**src/logic/dcoc_map.svh**
```systemverilog
// Constants of the dc offset calibration controller
`ifndef DCOC_MAP_SVH
`define DCOC_MAP_SVH

// Reference clock rate in kHz
`define DCOC_REF_CLK_KHZ 125000

// Internal oscillator frequency per trim code, in kHz
`define DCOC_OSC_KHZ_0 300
`define DCOC_OSC_KHZ_1 500
`define DCOC_OSC_KHZ_2 700
`define DCOC_OSC_KHZ_3 900
`define DCOC_OSC_KHZ_4 1100
`define DCOC_OSC_KHZ_5 1300
`define DCOC_OSC_KHZ_6 1500
`define DCOC_OSC_KHZ_7 1800

// Reset values
`define DCOC_OSC_TRIM_RST 3'h3
`define DCOC_DAC_HALF 8'h80

// Calibration length in calibration clock cycles
`define DCOC_CAL_CYCLES 9

// Calibration clock divide ratio per divider code
`define DCOC_DIV_0 1
`define DCOC_DIV_1 2
`define DCOC_DIV_2 8
`define DCOC_DIV_3 32
`define DCOC_DIV_4 64
`define DCOC_DIV_5 256
`define DCOC_DIV_6 512
`define DCOC_DIV_7 1024

// Readback word field positions
`define DCOC_RB_Q_LSB 16
`define DCOC_RB_I_LSB 24

`endif

```
**src/logic/dcoc_pkg.sv**
```systemverilog
// Types of the dc offset calibration controller
package dcoc_pkg;

  typedef enum logic [1:0] {
    DCOC_IDLE = 2'b00,
    DCOC_LOAD = 2'b01,
    DCOC_STEP = 2'b10
  } dcoc_state_type;

  // Static configuration from the host
  typedef struct packed {
    logic cal_clk_sel;
    logic [2:0] clk_div_code;
    logic [1:0] correction_dac_range;
    logic auto_mode;
    logic detector_resistor_bypass;
    logic detector_capacitor_bypass;
  } dcoc_cfg_type;

  typedef struct packed {
    dcoc_state_type state;
    logic calibration_start;
    logic [2:0] bit_idx;
    logic [7:0] cal_i;
    logic [7:0] cal_q;
    logic [7:0] man_i;
    logic [7:0] man_q;
    logic [2:0] osc_trim;
    dcoc_cfg_type cfg;
    logic spi_s1;
    logic spi_s2;
    logic spi_s3;
    logic [1:0] det_s1;
    logic [1:0] det_s2;
    logic [7:0] dac_i;
    logic [7:0] dac_q;
  } dcoc_main_type;

  typedef struct packed {
    logic [15:0] cnt;
    logic tick;
  } dcoc_osc_type;

  typedef struct packed {
    logic [10:0] cnt;
    logic tick;
  } dcoc_div_type;

endpackage

```
**src/logic/dcoc_osc.sv**
```systemverilog
// Internal trimmable oscillator modelled as an enable pulse generator
`timescale 1ns/1ps
`include "dcoc_map.svh"

module dcoc_osc
  import dcoc_pkg::*;
#(
  parameter int REF_KHZ = `DCOC_REF_CLK_KHZ
) (
  // Clock and reset
  input wire logic ref_clk,
  input wire logic reset_n,
  // Control
  input wire logic [2:0] osc_trim,
  // Output
  output logic osc_tick
);

  dcoc_osc_type s_q;
  dcoc_osc_type s_d;

  // Reference cycles per oscillator period for a trim code
  function automatic logic [15:0] period(input logic [2:0] t);
    int khz;
    case (t)
      3'h0: khz = `DCOC_OSC_KHZ_0;
      3'h1: khz = `DCOC_OSC_KHZ_1;
      3'h2: khz = `DCOC_OSC_KHZ_2;
      3'h3: khz = `DCOC_OSC_KHZ_3;
      3'h4: khz = `DCOC_OSC_KHZ_4;
      3'h5: khz = `DCOC_OSC_KHZ_5;
      3'h6: khz = `DCOC_OSC_KHZ_6;
      default: khz = `DCOC_OSC_KHZ_7;
    endcase
    return 16'(REF_KHZ / khz);
  endfunction

  // Count one period, pulse at its end
  always_comb begin
    s_d = s_q;
    s_d.tick = 1'b0;
    if (s_q.cnt >= 16'(period(osc_trim) - 16'h1)) begin
      s_d.cnt = 16'h0;
      s_d.tick = 1'b1;
    end else begin
      s_d.cnt = 16'(s_q.cnt + 16'h1);
    end
  end

  // State register
  always_ff @(posedge ref_clk) begin
    if (!reset_n) begin
      s_q <= '0;
    end else begin
      s_q <= s_d;
    end
  end

  assign osc_tick = s_q.tick;

  a_osc_tick_period: assert property (@(posedge ref_clk) disable iff (!reset_n)
    osc_tick && $stable(osc_trim) |-> $past(s_q.cnt) >= 16'(period(osc_trim) - 16'h1))
    else $error("oscillator pulse before period end");

endmodule

```
**src/logic/dcoc_clkdiv.sv**
```systemverilog
// Calibration clock divider working on enable pulses
`timescale 1ns/1ps
`include "dcoc_map.svh"

module dcoc_clkdiv
  import dcoc_pkg::*;
(
  // Clock and reset
  input wire logic ref_clk,
  input wire logic reset_n,
  // Control
  input wire logic [2:0] div_code,
  input wire logic restart,
  // Pulses
  input wire logic in_tick,
  output logic out_tick
);

  dcoc_div_type s_q;
  dcoc_div_type s_d;
  logic [10:0] ratio;

  // Ratio per divider code
  always_comb begin
    case (div_code)
      3'h0: ratio = 11'(`DCOC_DIV_0);
      3'h1: ratio = 11'(`DCOC_DIV_1);
      3'h2: ratio = 11'(`DCOC_DIV_2);
      3'h3: ratio = 11'(`DCOC_DIV_3);
      3'h4: ratio = 11'(`DCOC_DIV_4);
      3'h5: ratio = 11'(`DCOC_DIV_5);
      3'h6: ratio = 11'(`DCOC_DIV_6);
      default: ratio = 11'(`DCOC_DIV_7);
    endcase
  end

  // One output pulse per ratio input pulses; restart clears the phase
  always_comb begin
    s_d = s_q;
    s_d.tick = 1'b0;
    if (restart) begin
      s_d.cnt = 11'h0;
    end else if (in_tick) begin
      if (s_q.cnt >= 11'(ratio - 11'h1)) begin
        s_d.cnt = 11'h0;
        s_d.tick = 1'b1;
      end else begin
        s_d.cnt = 11'(s_q.cnt + 11'h1);
      end
    end
  end

  // State register
  always_ff @(posedge ref_clk) begin
    if (!reset_n) begin
      s_q <= '0;
    end else begin
      s_q <= s_d;
    end
  end

  assign out_tick = s_q.tick;

  a_div_ratio_end: assert property (@(posedge ref_clk) disable iff (!reset_n)
    out_tick && $past(!restart) |-> $past(in_tick) && $past(s_q.cnt) >= 11'($past(ratio) - 11'h1))
    else $error("divider pulse without full ratio");

endmodule

```
**src/logic/dcoc_autocal.sv**
```systemverilog
// Dc offset calibration controller: clock select, sequencer and DAC registers
`timescale 1ns/1ps
`include "dcoc_map.svh"

// Overview of operation
// - Calibration clock comes from the internal oscillator when select is 1, else serial clock.
// - Three-bit trim picks oscillator frequency 300 kHz up to 1.8 MHz.
// - Trim resets to the 900 kHz code, which suits calibration as is.
// - Two-bit range sets correction DAC full scale, 50 to 200 microamps.
// - Automatic mode drives the DACs from calibration registers, not host values.
// - Both calibration registers load half scale, 128, at start-up.
// - Writing start begins calibration; the start bit clears itself at the end.
// - Calibration codes, and the DACs in automatic mode, are held until a new calibration is started.
// - Two bits bypass the detector filter resistor and capacitor respectively.
// - A three-bit divider code divides the calibration clock, up to 1024.
// - Calibration takes nine calibration clock cycles times the divider ratio.
// - Readback shows Q in bits 16 to 23 and I in 24 to 31.
module dcoc_autocal
  import dcoc_pkg::*;
(
  // Clock and reset
  input wire logic ref_clk,
  input wire logic reset_n,
  // Host configuration
  input dcoc_cfg_type cfg_in,
  input wire logic osc_trim_wr,
  input wire logic [2:0] osc_trim_value,
  input wire logic cal_start_set,
  // Host manual correction values
  input wire logic manual_wr,
  input wire logic [7:0] i_channel_correction_value,
  input wire logic [7:0] q_channel_correction_value,
  // Pins from outside the clock domain
  input wire logic serial_clk,
  input wire logic det_i_high,
  input wire logic det_q_high,
  // Status
  output logic calibration_start,
  output logic [2:0] osc_trim,
  output logic [7:0] i_offset_readback,
  output logic [7:0] q_offset_readback,
  output logic [31:0] readback_word,
  // Analog controls
  output logic [7:0] dac_i_code,
  output logic [7:0] dac_q_code,
  output logic dac_range_bit0,
  output logic dac_range_bit1,
  output logic detector_resistor_bypass,
  output logic detector_capacitor_bypass
);

  localparam dcoc_main_type MAIN_RST = '{
    state: DCOC_IDLE,
    calibration_start: 1'b0,
    bit_idx: 3'h0,
    cal_i: `DCOC_DAC_HALF,
    cal_q: `DCOC_DAC_HALF,
    man_i: `DCOC_DAC_HALF,
    man_q: `DCOC_DAC_HALF,
    osc_trim: `DCOC_OSC_TRIM_RST,
    cfg: '0,
    spi_s1: 1'b0,
    spi_s2: 1'b0,
    spi_s3: 1'b0,
    det_s1: 2'h0,
    det_s2: 2'h0,
    dac_i: `DCOC_DAC_HALF,
    dac_q: `DCOC_DAC_HALF
  };

  dcoc_main_type s_q;
  dcoc_main_type s_d;
  logic osc_tick;
  logic serial_rise;
  logic src_tick;
  logic cal_en;
  logic [2:0] next_idx;

  // Internal oscillator
  dcoc_osc dcoc_osc_i (
    .ref_clk(ref_clk),
    .reset_n(reset_n),
    .osc_trim(s_q.osc_trim),
    .osc_tick(osc_tick)
  );

  // Rising edge of the synchronised serial clock
  assign serial_rise = s_q.spi_s2 && !s_q.spi_s3;

  // Calibration clock source select
  assign src_tick = cfg_in.cal_clk_sel ? osc_tick : serial_rise;

  // Divider, restarted at each start so the first step gets a full period
  dcoc_clkdiv dcoc_clkdiv_i (
    .ref_clk(ref_clk),
    .reset_n(reset_n),
    .div_code(cfg_in.clk_div_code),
    .restart(cal_start_set),
    .in_tick(src_tick),
    .out_tick(cal_en)
  );

  assign next_idx = 3'(s_q.bit_idx - 3'h1);

  // Next state: synchronisers, host writes, successive approximation
  always_comb begin
    s_d = s_q;
    // Pin synchronisers, first stage read only by the second
    s_d.spi_s1 = serial_clk;
    s_d.spi_s2 = s_q.spi_s1;
    s_d.spi_s3 = s_q.spi_s2;
    s_d.det_s1 = {det_q_high, det_i_high};
    s_d.det_s2 = s_q.det_s1;
    // Configuration copied to the analog side
    s_d.cfg = cfg_in;
    if (osc_trim_wr) begin
      s_d.osc_trim = osc_trim_value;
    end
    if (manual_wr) begin
      s_d.man_i = i_channel_correction_value;
      s_d.man_q = q_channel_correction_value;
    end
    // Sequencer; a high detector means the code overshoots, drop the bit
    case (s_q.state)
      DCOC_IDLE: begin
        s_d.bit_idx = 3'h0; // Calibration codes are held here
      end
      DCOC_LOAD: begin
        if (cal_en) begin
          s_d.cal_i = `DCOC_DAC_HALF;
          s_d.cal_q = `DCOC_DAC_HALF;
          s_d.bit_idx = 3'h7;
          s_d.state = DCOC_STEP;
        end
      end
      DCOC_STEP: begin
        if (cal_en) begin
          if (s_q.det_s2[0]) begin
            s_d.cal_i[s_q.bit_idx] = 1'b0;
          end
          if (s_q.det_s2[1]) begin
            s_d.cal_q[s_q.bit_idx] = 1'b0;
          end
          if (s_q.bit_idx == 3'h0) begin
            s_d.state = DCOC_IDLE;
            s_d.calibration_start = 1'b0;
          end else begin
            s_d.cal_i[next_idx] = 1'b1;
            s_d.cal_q[next_idx] = 1'b1;
            s_d.bit_idx = next_idx;
          end
        end
      end
      default: begin
        s_d.state = DCOC_IDLE;
      end
    endcase
    // A start write wins over the end-of-run clear and restarts a run
    if (cal_start_set) begin
      s_d.calibration_start = 1'b1;
      s_d.state = DCOC_LOAD;
    end
    // DAC drive source
    if (cfg_in.auto_mode) begin
      s_d.dac_i = s_d.cal_i;
      s_d.dac_q = s_d.cal_q;
    end else begin
      s_d.dac_i = s_d.man_i;
      s_d.dac_q = s_d.man_q;
    end
  end

  // State register; reset loads half scale and the 900 kHz trim
  always_ff @(posedge ref_clk) begin
    if (!reset_n) begin
      s_q <= MAIN_RST;
    end else begin
      s_q <= s_d;
    end
  end

  // Outputs
  assign calibration_start = s_q.calibration_start;
  assign osc_trim = s_q.osc_trim;
  assign i_offset_readback = s_q.cal_i;
  assign q_offset_readback = s_q.cal_q;
  assign dac_i_code = s_q.dac_i;
  assign dac_q_code = s_q.dac_q;
  assign dac_range_bit0 = s_q.cfg.correction_dac_range[0];
  assign dac_range_bit1 = s_q.cfg.correction_dac_range[1];
  assign detector_resistor_bypass = s_q.cfg.detector_resistor_bypass;
  assign detector_capacitor_bypass = s_q.cfg.detector_capacitor_bypass;

  // Readback word, other fields read zero
  always_comb begin
    readback_word = 32'h0;
    readback_word[`DCOC_RB_Q_LSB +: 8] = s_q.cal_q;
    readback_word[`DCOC_RB_I_LSB +: 8] = s_q.cal_i;
  end

  // Helper: calibration clock cycles seen in the current run
  logic [3:0] run_ticks;
  always_ff @(posedge ref_clk) begin
    if (!reset_n || cal_start_set) begin
      run_ticks <= 4'h0;
    end else if (s_q.calibration_start && cal_en) begin
      run_ticks <= 4'(run_ticks + 4'h1);
    end
  end

  a_reset_half_scale: assert property (@(posedge ref_clk)
    $rose(reset_n) |-> i_offset_readback == 8'h80 && q_offset_readback == 8'h80
      && dac_i_code == 8'h80 && dac_q_code == 8'h80)
    else $error("codes not half scale after reset");

  a_trim_reset_value: assert property (@(posedge ref_clk)
    $rose(reset_n) |-> osc_trim == 3'h3)
    else $error("trim not at 900 kHz code after reset");

  a_start_sets_bit: assert property (@(posedge ref_clk) disable iff (!reset_n)
    cal_start_set |=> calibration_start && s_q.state == DCOC_LOAD)
    else $error("start write not taken");

  a_clear_after_nine: assert property (@(posedge ref_clk) disable iff (!reset_n)
    $fell(calibration_start) |-> run_ticks == 4'(`DCOC_CAL_CYCLES))
    else $error("calibration did not take nine cycles");

  a_hold_when_idle: assert property (@(posedge ref_clk) disable iff (!reset_n)
    !calibration_start && !$past(calibration_start) && $past(reset_n)
      |-> $stable(i_offset_readback) && $stable(q_offset_readback))
    else $error("codes changed outside calibration");

  a_step_on_tick: assert property (@(posedge ref_clk) disable iff (!reset_n)
    !cal_en && !cal_start_set && s_q.state == DCOC_STEP |=> $stable(s_q.bit_idx))
    else $error("sequencer moved without calibration clock");

  a_source_select: assert property (@(posedge ref_clk) disable iff (!reset_n)
    !cfg_in.cal_clk_sel && !serial_rise |=> !cal_en)
    else $error("oscillator ticked while serial clock selected");

  a_dac_from_auto: assert property (@(posedge ref_clk) disable iff (!reset_n)
    cfg_in.auto_mode && $stable(cfg_in.auto_mode) |=> dac_i_code == i_offset_readback
      && dac_q_code == q_offset_readback)
    else $error("auto mode DAC not from calibration registers");

  a_manual_values: assert property (@(posedge ref_clk) disable iff (!reset_n)
    manual_wr && !cfg_in.auto_mode |=> dac_i_code == $past(i_channel_correction_value))
    else $error("manual value not driven");

  a_range_follows: assert property (@(posedge ref_clk) disable iff (!reset_n)
    ##1 {dac_range_bit1, dac_range_bit0} == $past(cfg_in.correction_dac_range))
    else $error("DAC range not applied");

  a_bypass_follows: assert property (@(posedge ref_clk) disable iff (!reset_n)
    ##1 detector_resistor_bypass == $past(cfg_in.detector_resistor_bypass)
      && detector_capacitor_bypass == $past(cfg_in.detector_capacitor_bypass))
    else $error("filter bypass not applied");

  a_readback_fields: assert property (@(posedge ref_clk) disable iff (!reset_n)
    cal_en && s_q.state == DCOC_LOAD |=> readback_word[31:16] == 16'h8080)
    else $error("readback not half scale at load");

  // Host control checks
  a_trim_write_taken: assert property (@(posedge ref_clk) disable iff (!reset_n)
    osc_trim_wr |=> osc_trim == $past(osc_trim_value))
    else $error("trim write not taken");

  a_trim_held: assert property (@(posedge ref_clk) disable iff (!reset_n)
    !osc_trim_wr |=> $stable(osc_trim))
    else $error("trim changed without a write");

  a_dac_from_manual: assert property (@(posedge ref_clk) disable iff (!reset_n)
    !cfg_in.auto_mode |=> dac_i_code == s_q.man_i && dac_q_code == s_q.man_q)
    else $error("manual mode DAC not from host values");

  // Clock source and sequencer checks
  a_osc_source: assert property (@(posedge ref_clk) disable iff (!reset_n)
    cfg_in.cal_clk_sel && !osc_tick |=> !cal_en)
    else $error("serial clock ticked while oscillator selected");

  a_start_held: assert property (@(posedge ref_clk) disable iff (!reset_n)
    calibration_start && !(cal_en && s_q.state == DCOC_STEP && s_q.bit_idx == 3'h0)
      |=> calibration_start)
    else $error("start bit cleared before the run ended");

  a_clear_at_end: assert property (@(posedge ref_clk) disable iff (!reset_n)
    cal_en && s_q.state == DCOC_STEP && s_q.bit_idx == 3'h0 && !cal_start_set
      |=> !calibration_start && s_q.state == DCOC_IDLE)
    else $error("start bit not cleared at the end of the run");

  a_idle_no_start: assert property (@(posedge ref_clk) disable iff (!reset_n)
    s_q.state == DCOC_IDLE |-> !calibration_start)
    else $error("start bit high while sequencer idle");

  a_i_step_clears: assert property (@(posedge ref_clk) disable iff (!reset_n)
    cal_en && s_q.state == DCOC_STEP && s_q.det_s2[0] |=> !i_offset_readback[$past(s_q.bit_idx)])
    else $error("I trial bit kept although detector high");

  a_q_step_clears: assert property (@(posedge ref_clk) disable iff (!reset_n)
    cal_en && s_q.state == DCOC_STEP && s_q.det_s2[1] |=> !q_offset_readback[$past(s_q.bit_idx)])
    else $error("Q trial bit kept although detector high");

endmodule

```
**config.mk**
```make
export PLATFORM = sky130hd
export DESIGN_NAME = dcoc_autocal
export DESIGN_NICKNAME = d
export VERILOG_FILES = /design/src/logic/dcoc_pkg.sv /design/src/logic/dcoc_osc.sv /design/src/logic/dcoc_clkdiv.sv /design/src/logic/dcoc_autocal.sv
export VERILOG_INCLUDE_DIRS = /design/src /design/src/logic
export SDC_FILE = /design/constraint.sdc
export NUM_CORES = 1
export LEC_CHECK = 0
export BUFFER_PORTS_ARGS = -buffer_cell sky130_fd_sc_hd__buf_2
export CAP_MARGIN = 40
export CORE_MARGIN = 10
export CORE_UTILIZATION = 50
export CTS_CLUSTER_DIAMETER = 40
export DETAILED_ROUTE_END_ITERATION = 8
export PLACE_DENSITY = 0.67
export SLEW_MARGIN = 20
export SYNTH_ARGS = -nofsm -noshare
export SYNTH_HDL_FRONTEND = slang
export SYNTH_SLANG_ARGS = --single-unit
```
**constraint.sdc**
```tcl
create_clock -name ref_clk -period 38.7 [get_ports ref_clk]
set_clock_uncertainty 0.05 [all_clocks]
set_input_delay 0 -clock ref_clk [delete_from_list [all_inputs] [get_ports ref_clk]]
set_output_delay 0 -clock ref_clk [all_outputs]
set_load 0.02 [all_outputs]
```
==> reports/qor.yml, run 1 <==
critical_path:
  worstPathArrival_ns: 35.85
  timing.rr.end: "dcoc_osc_i.s_q[6]"
  path_common_cell: "a21oi_1"
  r2r_cells: 151
  r2r_start: "osc_trim[2]"
  slowest_delay_ns: 0.54
  r2r_slack_ns: 3.07
  start_kind: "flop"
  end_kind: "flop"
  path_class: "reg -> reg"
  crit_path_top_delay_cell: "a2111oi_1"
  worst-path-max-fanout: 29
  cp.required_ns: 38.93
global_route:
  gr-total-overflow: 0
  antenna_found_initial: 0
  grt.total_usage_pct: 25.6
  grt_pass1_vias: 22100
  grt_max_degree: 72
  grt_pass1_wl_mm: 115
sta:
  slew_violations: 0
  setup_viol: 0
  relSlewSlack_pct: 45.1
  clock.fmax_mhz: 28.1
  hold_violations: 0
  finalSetupTns_ns: 0
  period_needed_ns: 35.63
  period_share_pct: 92.1
  max_slew.worst_pin.slew_ns: 0.819
drt:
  routed.top_layer: "met4"
  drtIter0Drc: 2206
  post_drt_wl_per_cell_um: 19.6
  wl_met1_mm: 32.6
  dr_total_vias: 23400
  drtAntennaViolNets: 0
  met3_length_mm: 4.24
  wirelength_mm: 71.7
  wl_met2_mm: 33.4
  drc: 0
  viasPerCell: 6.41
  dr.pass1.iters: 6
min_path:
  worstHoldStart: "osc_trim_wr"
  holdPathEnd: "osc_trim[2]"
  hold_class: "in -> reg"
  hold_depth: 3
logic_synthesis:
  yosys_warnings: 0
  avgSynthCellArea_um2: 7.19
  synth_adder_area_share_pct: 11.0
  synth_edf_count: 0
  synthArstFlopShare_pct: 0
  yosys.area_share.simple_pct: 28.3
  synthesis.instances: 3039
  yosysSeqAreaShare_pct: 8.89
  synth_top_family_by_area: "compound AO/OA/AOI/OAI gates"
  synth_ff_type: "dfxtp_1"
  synth-compound-area-share_pct: 31.4
  synth_cell_types: 141
  synth.mux.area_fraction_pct: 4.58
  syn-cell-area_mm2: 0.0218
  ys_ff_latch: 97
  synth_xor_area_share_pct: 8.75
floorplanning:
  die_w_um: 229
  rows: 76
  start_util_pct: 50.6
  core_region_area_mm2: 0.0432
  ios: 108
  die-area_mm2: 0.0525
  die_h_um: 229
clocking:
  clk_path_buf_depth: 2
  cts_buffers: 9
  root_buffer: "clkbuf_16"
  clock_latency_ns: 0.34
  cts_tree: "built"
  ctsHtreeMaxLevel: 3
  path_clk_slew_ns: 0.07
  clock-sinks: 97
placement:
  io_buffers: 91
  dp.cells: 3591
  place_area_mm2: 0.0222
  hpwlAfterDp_mm: 56.1
  place_congestion: 0.971
run:
  max-cap-violations: 0
finish:
  final_area_mm2: 0.0229
  drive_gt1_share_pct: 10.6
  areaGrowthSynthToFinish_pct: 5.05
  fin_util_pct: 53.2
  nets: 3290
  instances_no_fill: 3653
  fillers: 4329
outcome:
  outcome: "complete, no violations"
==> metrics by stage <==
| step | setup WS [ns] | hold WS (ns) |
|---|---|---|
| 6_report | 3.07 | 0.0336 |
| 5_1_grt | -0.0239 | 0.0358 |
| 4_1_cts | 0.666 | 0.00355 |
| 3_5_place_dp | 0.823 | 0.160 |
| 3_3_place_gp | 1.79 | 0.158 |
| 2_1_floorplan | 6.04 | 0.0738 |
==> kinds of logic (layout without fill, tap and decap cells) <==
kind of cell / after synthesis / in the layout
compound gates: 985 / 985
xor+xnor: 214 / 214
fa+ha+maj: 192 / 192
buf+inv: 274 / 275
flops: 97 / 97
mux: 95 / 95
other cells: 1 / 27
simple gates: 1181 / 1183
==> final cells by class <==
| type | count | area [um2] | area share (%) |
|---|---|---|---|
| inverter | 98 | 368 | 1.60 |
| sequential | 97 | 1940 | 8.46 |
| tap | 585 | 732 | 3.19 |
| clock buffer | 10 | 229 | 0.998 |
| timing repair buffer | 161 | 1060 | 4.62 |
| antenna | 1 | 2.50 | 0.0109 |
| clock inverter | 6 | 90.1 | 0.393 |
| multi-input combinational | 2695 | 18500 | 80.7 |
==> what timing repair did <==
item,4_1_cts,5_1_grt
gates resized for setup,0,11
hold buffers,30,0
hold endpoints to repair,46,0
buffers inserted,0,11
setup endpoints to repair,0,12
==> cells in the mapped netlist, types with 40 or more instances <==
library cell | count | share of area [%]
nand3_1 | 75 | 1.7
clkbuf_1 | 46 | 0.79
xnor2_1 | 140 | 5.6
nand2_1 | 263 | 4.5
a21o_1 | 68 | 2.3
xor2_1 | 70 | 2.8
a21oi_1 | 241 | 5.5
or3_1 | 40 | 1.1
nor2b_1 | 60 | 1.7
nand2b_1 | 61 | 1.7
o21ai_0 | 172 | 3.9
o21a_1 | 40 | 1.4
and2_1 | 54 | 1.5
inv_1 | 93 | 1.6
nor2_1 | 285 | 4.9
buf_4 | 93 | 3.2
ha_1 | 192 | 11
a31oi_1 | 63 | 1.8
nor3_1 | 84 | 1.9
dfxtp_1 | 97 | 8.9
mux2i_1 | 55 | 2.5
==> cell usage in the layout (no fill, tap or decap), types with 32 or more instances in the layout <==
master / instances
a21o_1: 68
a21oi_1: 239
a31oi_1: 63
and2_1: 53
and3_1: 34
buf_2: 92
buf_4: 34
dfxtp_1: 97
ha_1: 192
inv_1: 92
mux2_2: 36
mux2i_1: 55
nand2_1: 262
nand2b_1: 61
nand3_1: 74
nand4_1: 34
nor2_1: 281
nor2b_1: 60
nor3_1: 84
o211ai_1: 32
o21a_1: 40
o21ai_0: 172
o31ai_1: 32
or3_1: 40
xnor2_1: 140
xor2_1: 70
==> sequential cells by signal, indices dropped and copies added, names as in the netlist <==
signal	cells
s_q	24
dcoc_osc_i.s_q	16
dcoc_clkdiv_i.s_q	11
dac_i_code	8
dac_q_code	8
i_offset_readback	8
q_offset_readback	8
s_d	4
osc_trim	3
calibration_start	1
dac_range_bit0	1
dac_range_bit1	1
dcoc_clkdiv_i.out_tick	1
dcoc_osc_i.osc_tick	1
detector_capacitor_bypass	1
detector_resistor_bypass	1
==> per-layer routing <==
layer,vias to the layer above,global-route usage [%]
met2,906,43.2
met3,110,2.13
li1,11300,-
met4,0,6.41
met5,-,0
met1,11100,34.4
==> how the worst max path moves through the flow <==
| stage | startpoint | to | depth (start not counted) |
|---|---|---|---|
| 3_3_place_gp | osc_trim[2] | dcoc_osc_i.s_q[5] | 149 |
| 6_report | osc_trim[2] | dcoc_osc_i.s_q[6] | 151 |
| 2_1_floorplan | osc_trim[0] | dcoc_osc_i.s_q[10] | 170 |
| 4_1_cts | osc_trim[2] | dcoc_osc_i.s_q[4] | 153 |
| 5_1_grt | osc_trim[2] | dcoc_osc_i.s_q[6] | 163 |
| 3_5_place_dp | osc_trim[2] | dcoc_osc_i.s_q[4] | 153 |
==> worst max-delay path: cells and delay by family (launching register included) <==
kind	cells	cell delay [ns]
flops	1	0.52
xor+xnor	3	0.45
mux	3	0.84
fa+ha+maj	18	5.85
buf+inv	11	2.02
compound gates	62	14.38
simple gates	54	11.29
Power of run 1 is not shown: default switching activity piles up to over one toggle a cycle in this logic, so the estimate is an artifact.
==> run 2: changes to the inputs <==
Settings changed: PLACE_DENSITY 0.67 to 0.74.
==> reports/qor.yml, run 2 (synthesis results as in run 1) <==
outcome:
  outcome: "complete, no violations"
finish:
  fillers: 4229
  drive_gt1_share_pct: 10.7
  final_cell_mix: "nor2_1 (280), nand2_1 (263), a21oi_1 (238), ha_1 (192), o21ai_0 (171)"
  largest_reg_flops: 24
  layout_commonest_cell: "nor2_1"
  areaGrowthSynthToFinish_pct: 4.93
  reg.largest.list: "s_q x24, dcoc_osc_i.s_q x16, dcoc_clkdiv_i.s_q x11"
  nets: 3285
  largest-register: "s_q"
placement:
  io_buffers: 91
  place_congestion: 0.975
  hpwlAfterDp_mm: 56.1
  dp_slack_ns: 0.357
critical_path:
  worstPathArrival_ns: 35.78
  slowest_delay_ns: 0.64
  end_kind: "flop"
  worst-path-max-fanout: 23
  start_kind: "flop"
  cp.required_ns: 38.93
  path_common_cell: "a21oi_1"
  path_class: "reg -> reg"
  crit_path_top_delay_cell: "dfxtp_2"
run:
  max-cap-violations: 0
floorplanning:
  die_h_um: 229
  rows: 76
  die-area_mm2: 0.0525
  core_region_area_mm2: 0.0432
  ios: 108
  start_util_pct: 50.6
  die_w_um: 229
sta:
  hold_violations: 0
  period_share_pct: 91.9
  setup_ws_ns: 3.15
  setup_viol: 0
  clock.fmax_mhz: 28.1
  relSlewSlack_pct: 41.9
  period_needed_ns: 35.55
  max_slew.worst_pin.slew_ns: 0.858
  slew_violations: 0
  rsz0062_at_grt: "no"
  finalSetupTns_ns: 0
clocking:
  ctsHtreeMaxLevel: 3
  cts_buffers: 9
  clock-sinks: 97
  root_buffer: "clkbuf_16"
  path_clk_slew_ns: 0.08
  clock_latency_ns: 0.35
  cts_tree: "built"
  clk_path_buf_depth: 2
global_route:
  grt.total_usage_pct: 25.7
  grt_pass1_vias: 21700
  gr-total-overflow: 0
  antenna_found_initial: 2
  grt_pass1_wl_mm: 115
  grt_max_degree: 72
drt:
  met3_length_mm: 5.79
  dr_total_vias: 23800
  drtIter0Drc: 2475
  wirelength_mm: 72.7
  drc: 0
  wl_met1_mm: 33.4
  post_drt_wl_per_cell_um: 19.9
  routed.top_layer: "met4"
  dr.pass1.iters: 6
  drtAntennaViolNets: 0
  viasPerCell: 6.53
  wl_met2_mm: 31.8
min_path:
  hold_class: "in -> reg"
-- run 2: area by class of cell --
| type | instances | area (um2) | share of cell area, % |
|---|---|---|---|
| antenna | 2 | 5.00 | 0.0218 |
| clock buffer | 9 | 225 | 0.982 |
| clock inverter | 7 | 67.6 | 0.295 |
| inverter | 98 | 368 | 1.60 |
| multi-input combinational | 2695 | 18600 | 80.9 |
| sequential | 97 | 1940 | 8.48 |
| tap | 585 | 732 | 3.19 |
| timing repair buffer | 156 | 1030 | 4.48 |
-- run 2: repair_timing --
item / 4_1_cts / 5_1_grt
setup buffers: 0 / 7
hold buffers: 29 / 0
hold endpoints to repair: 41 / 0
gates resized for setup: 0 / 19
setup endpoints to repair: 0 / 12
-- run 2: path summary, 6_finish.rpt --
check	start	to	slack, ns	cells after the start
min reg2reg	s_d[16]	s_q[16]	0.39	1
min	osc_trim_wr	osc_trim[2]	0.04	3
max reg2reg	osc_trim[0]	dcoc_osc_i.s_q[10]	3.15	154
max	osc_trim[0]	dcoc_osc_i.s_q[10]	3.15	154
-- run 2: layer usage --
metal  global-route usage (%)  up-vias
met3                     3.54      132
li1                         -    11300
met2                     40.5     1062
met1                     36.0    11300
met4                     6.50        0
met5                        0        -
-- run 2: critical path, delay by kind of cell (launching register included) --
family	cells	cell delay, ns
buffers and inverters	7	1.20
xor gates and xnor gates	3	0.64
DFF	1	0.64
adders and majority gates	17	5.54
muxes	3	0.84
and+or+nand+nor	65	13.19
AOI/OAI and AO/OA	59	13.25
-- run 2: through the flow --
stage | hold slack, ns | util, % | std cells | area (um2)
final | 0.0385 | 53.1 | 3649 | 22900
after global routing | 0.0484 | 53.1 | 3649 | 22900
after CTS | 0.0194 | 52.7 | 3632 | 22700
after detailed placement | 0.160 | 51.3 | 3587 | 22200
after global placement | 0.156 | 51.3 | 3584 | 22100
after floorplan | 0.0738 | - | 3064 | 21900
Power of run 2 is left out for the same reason.
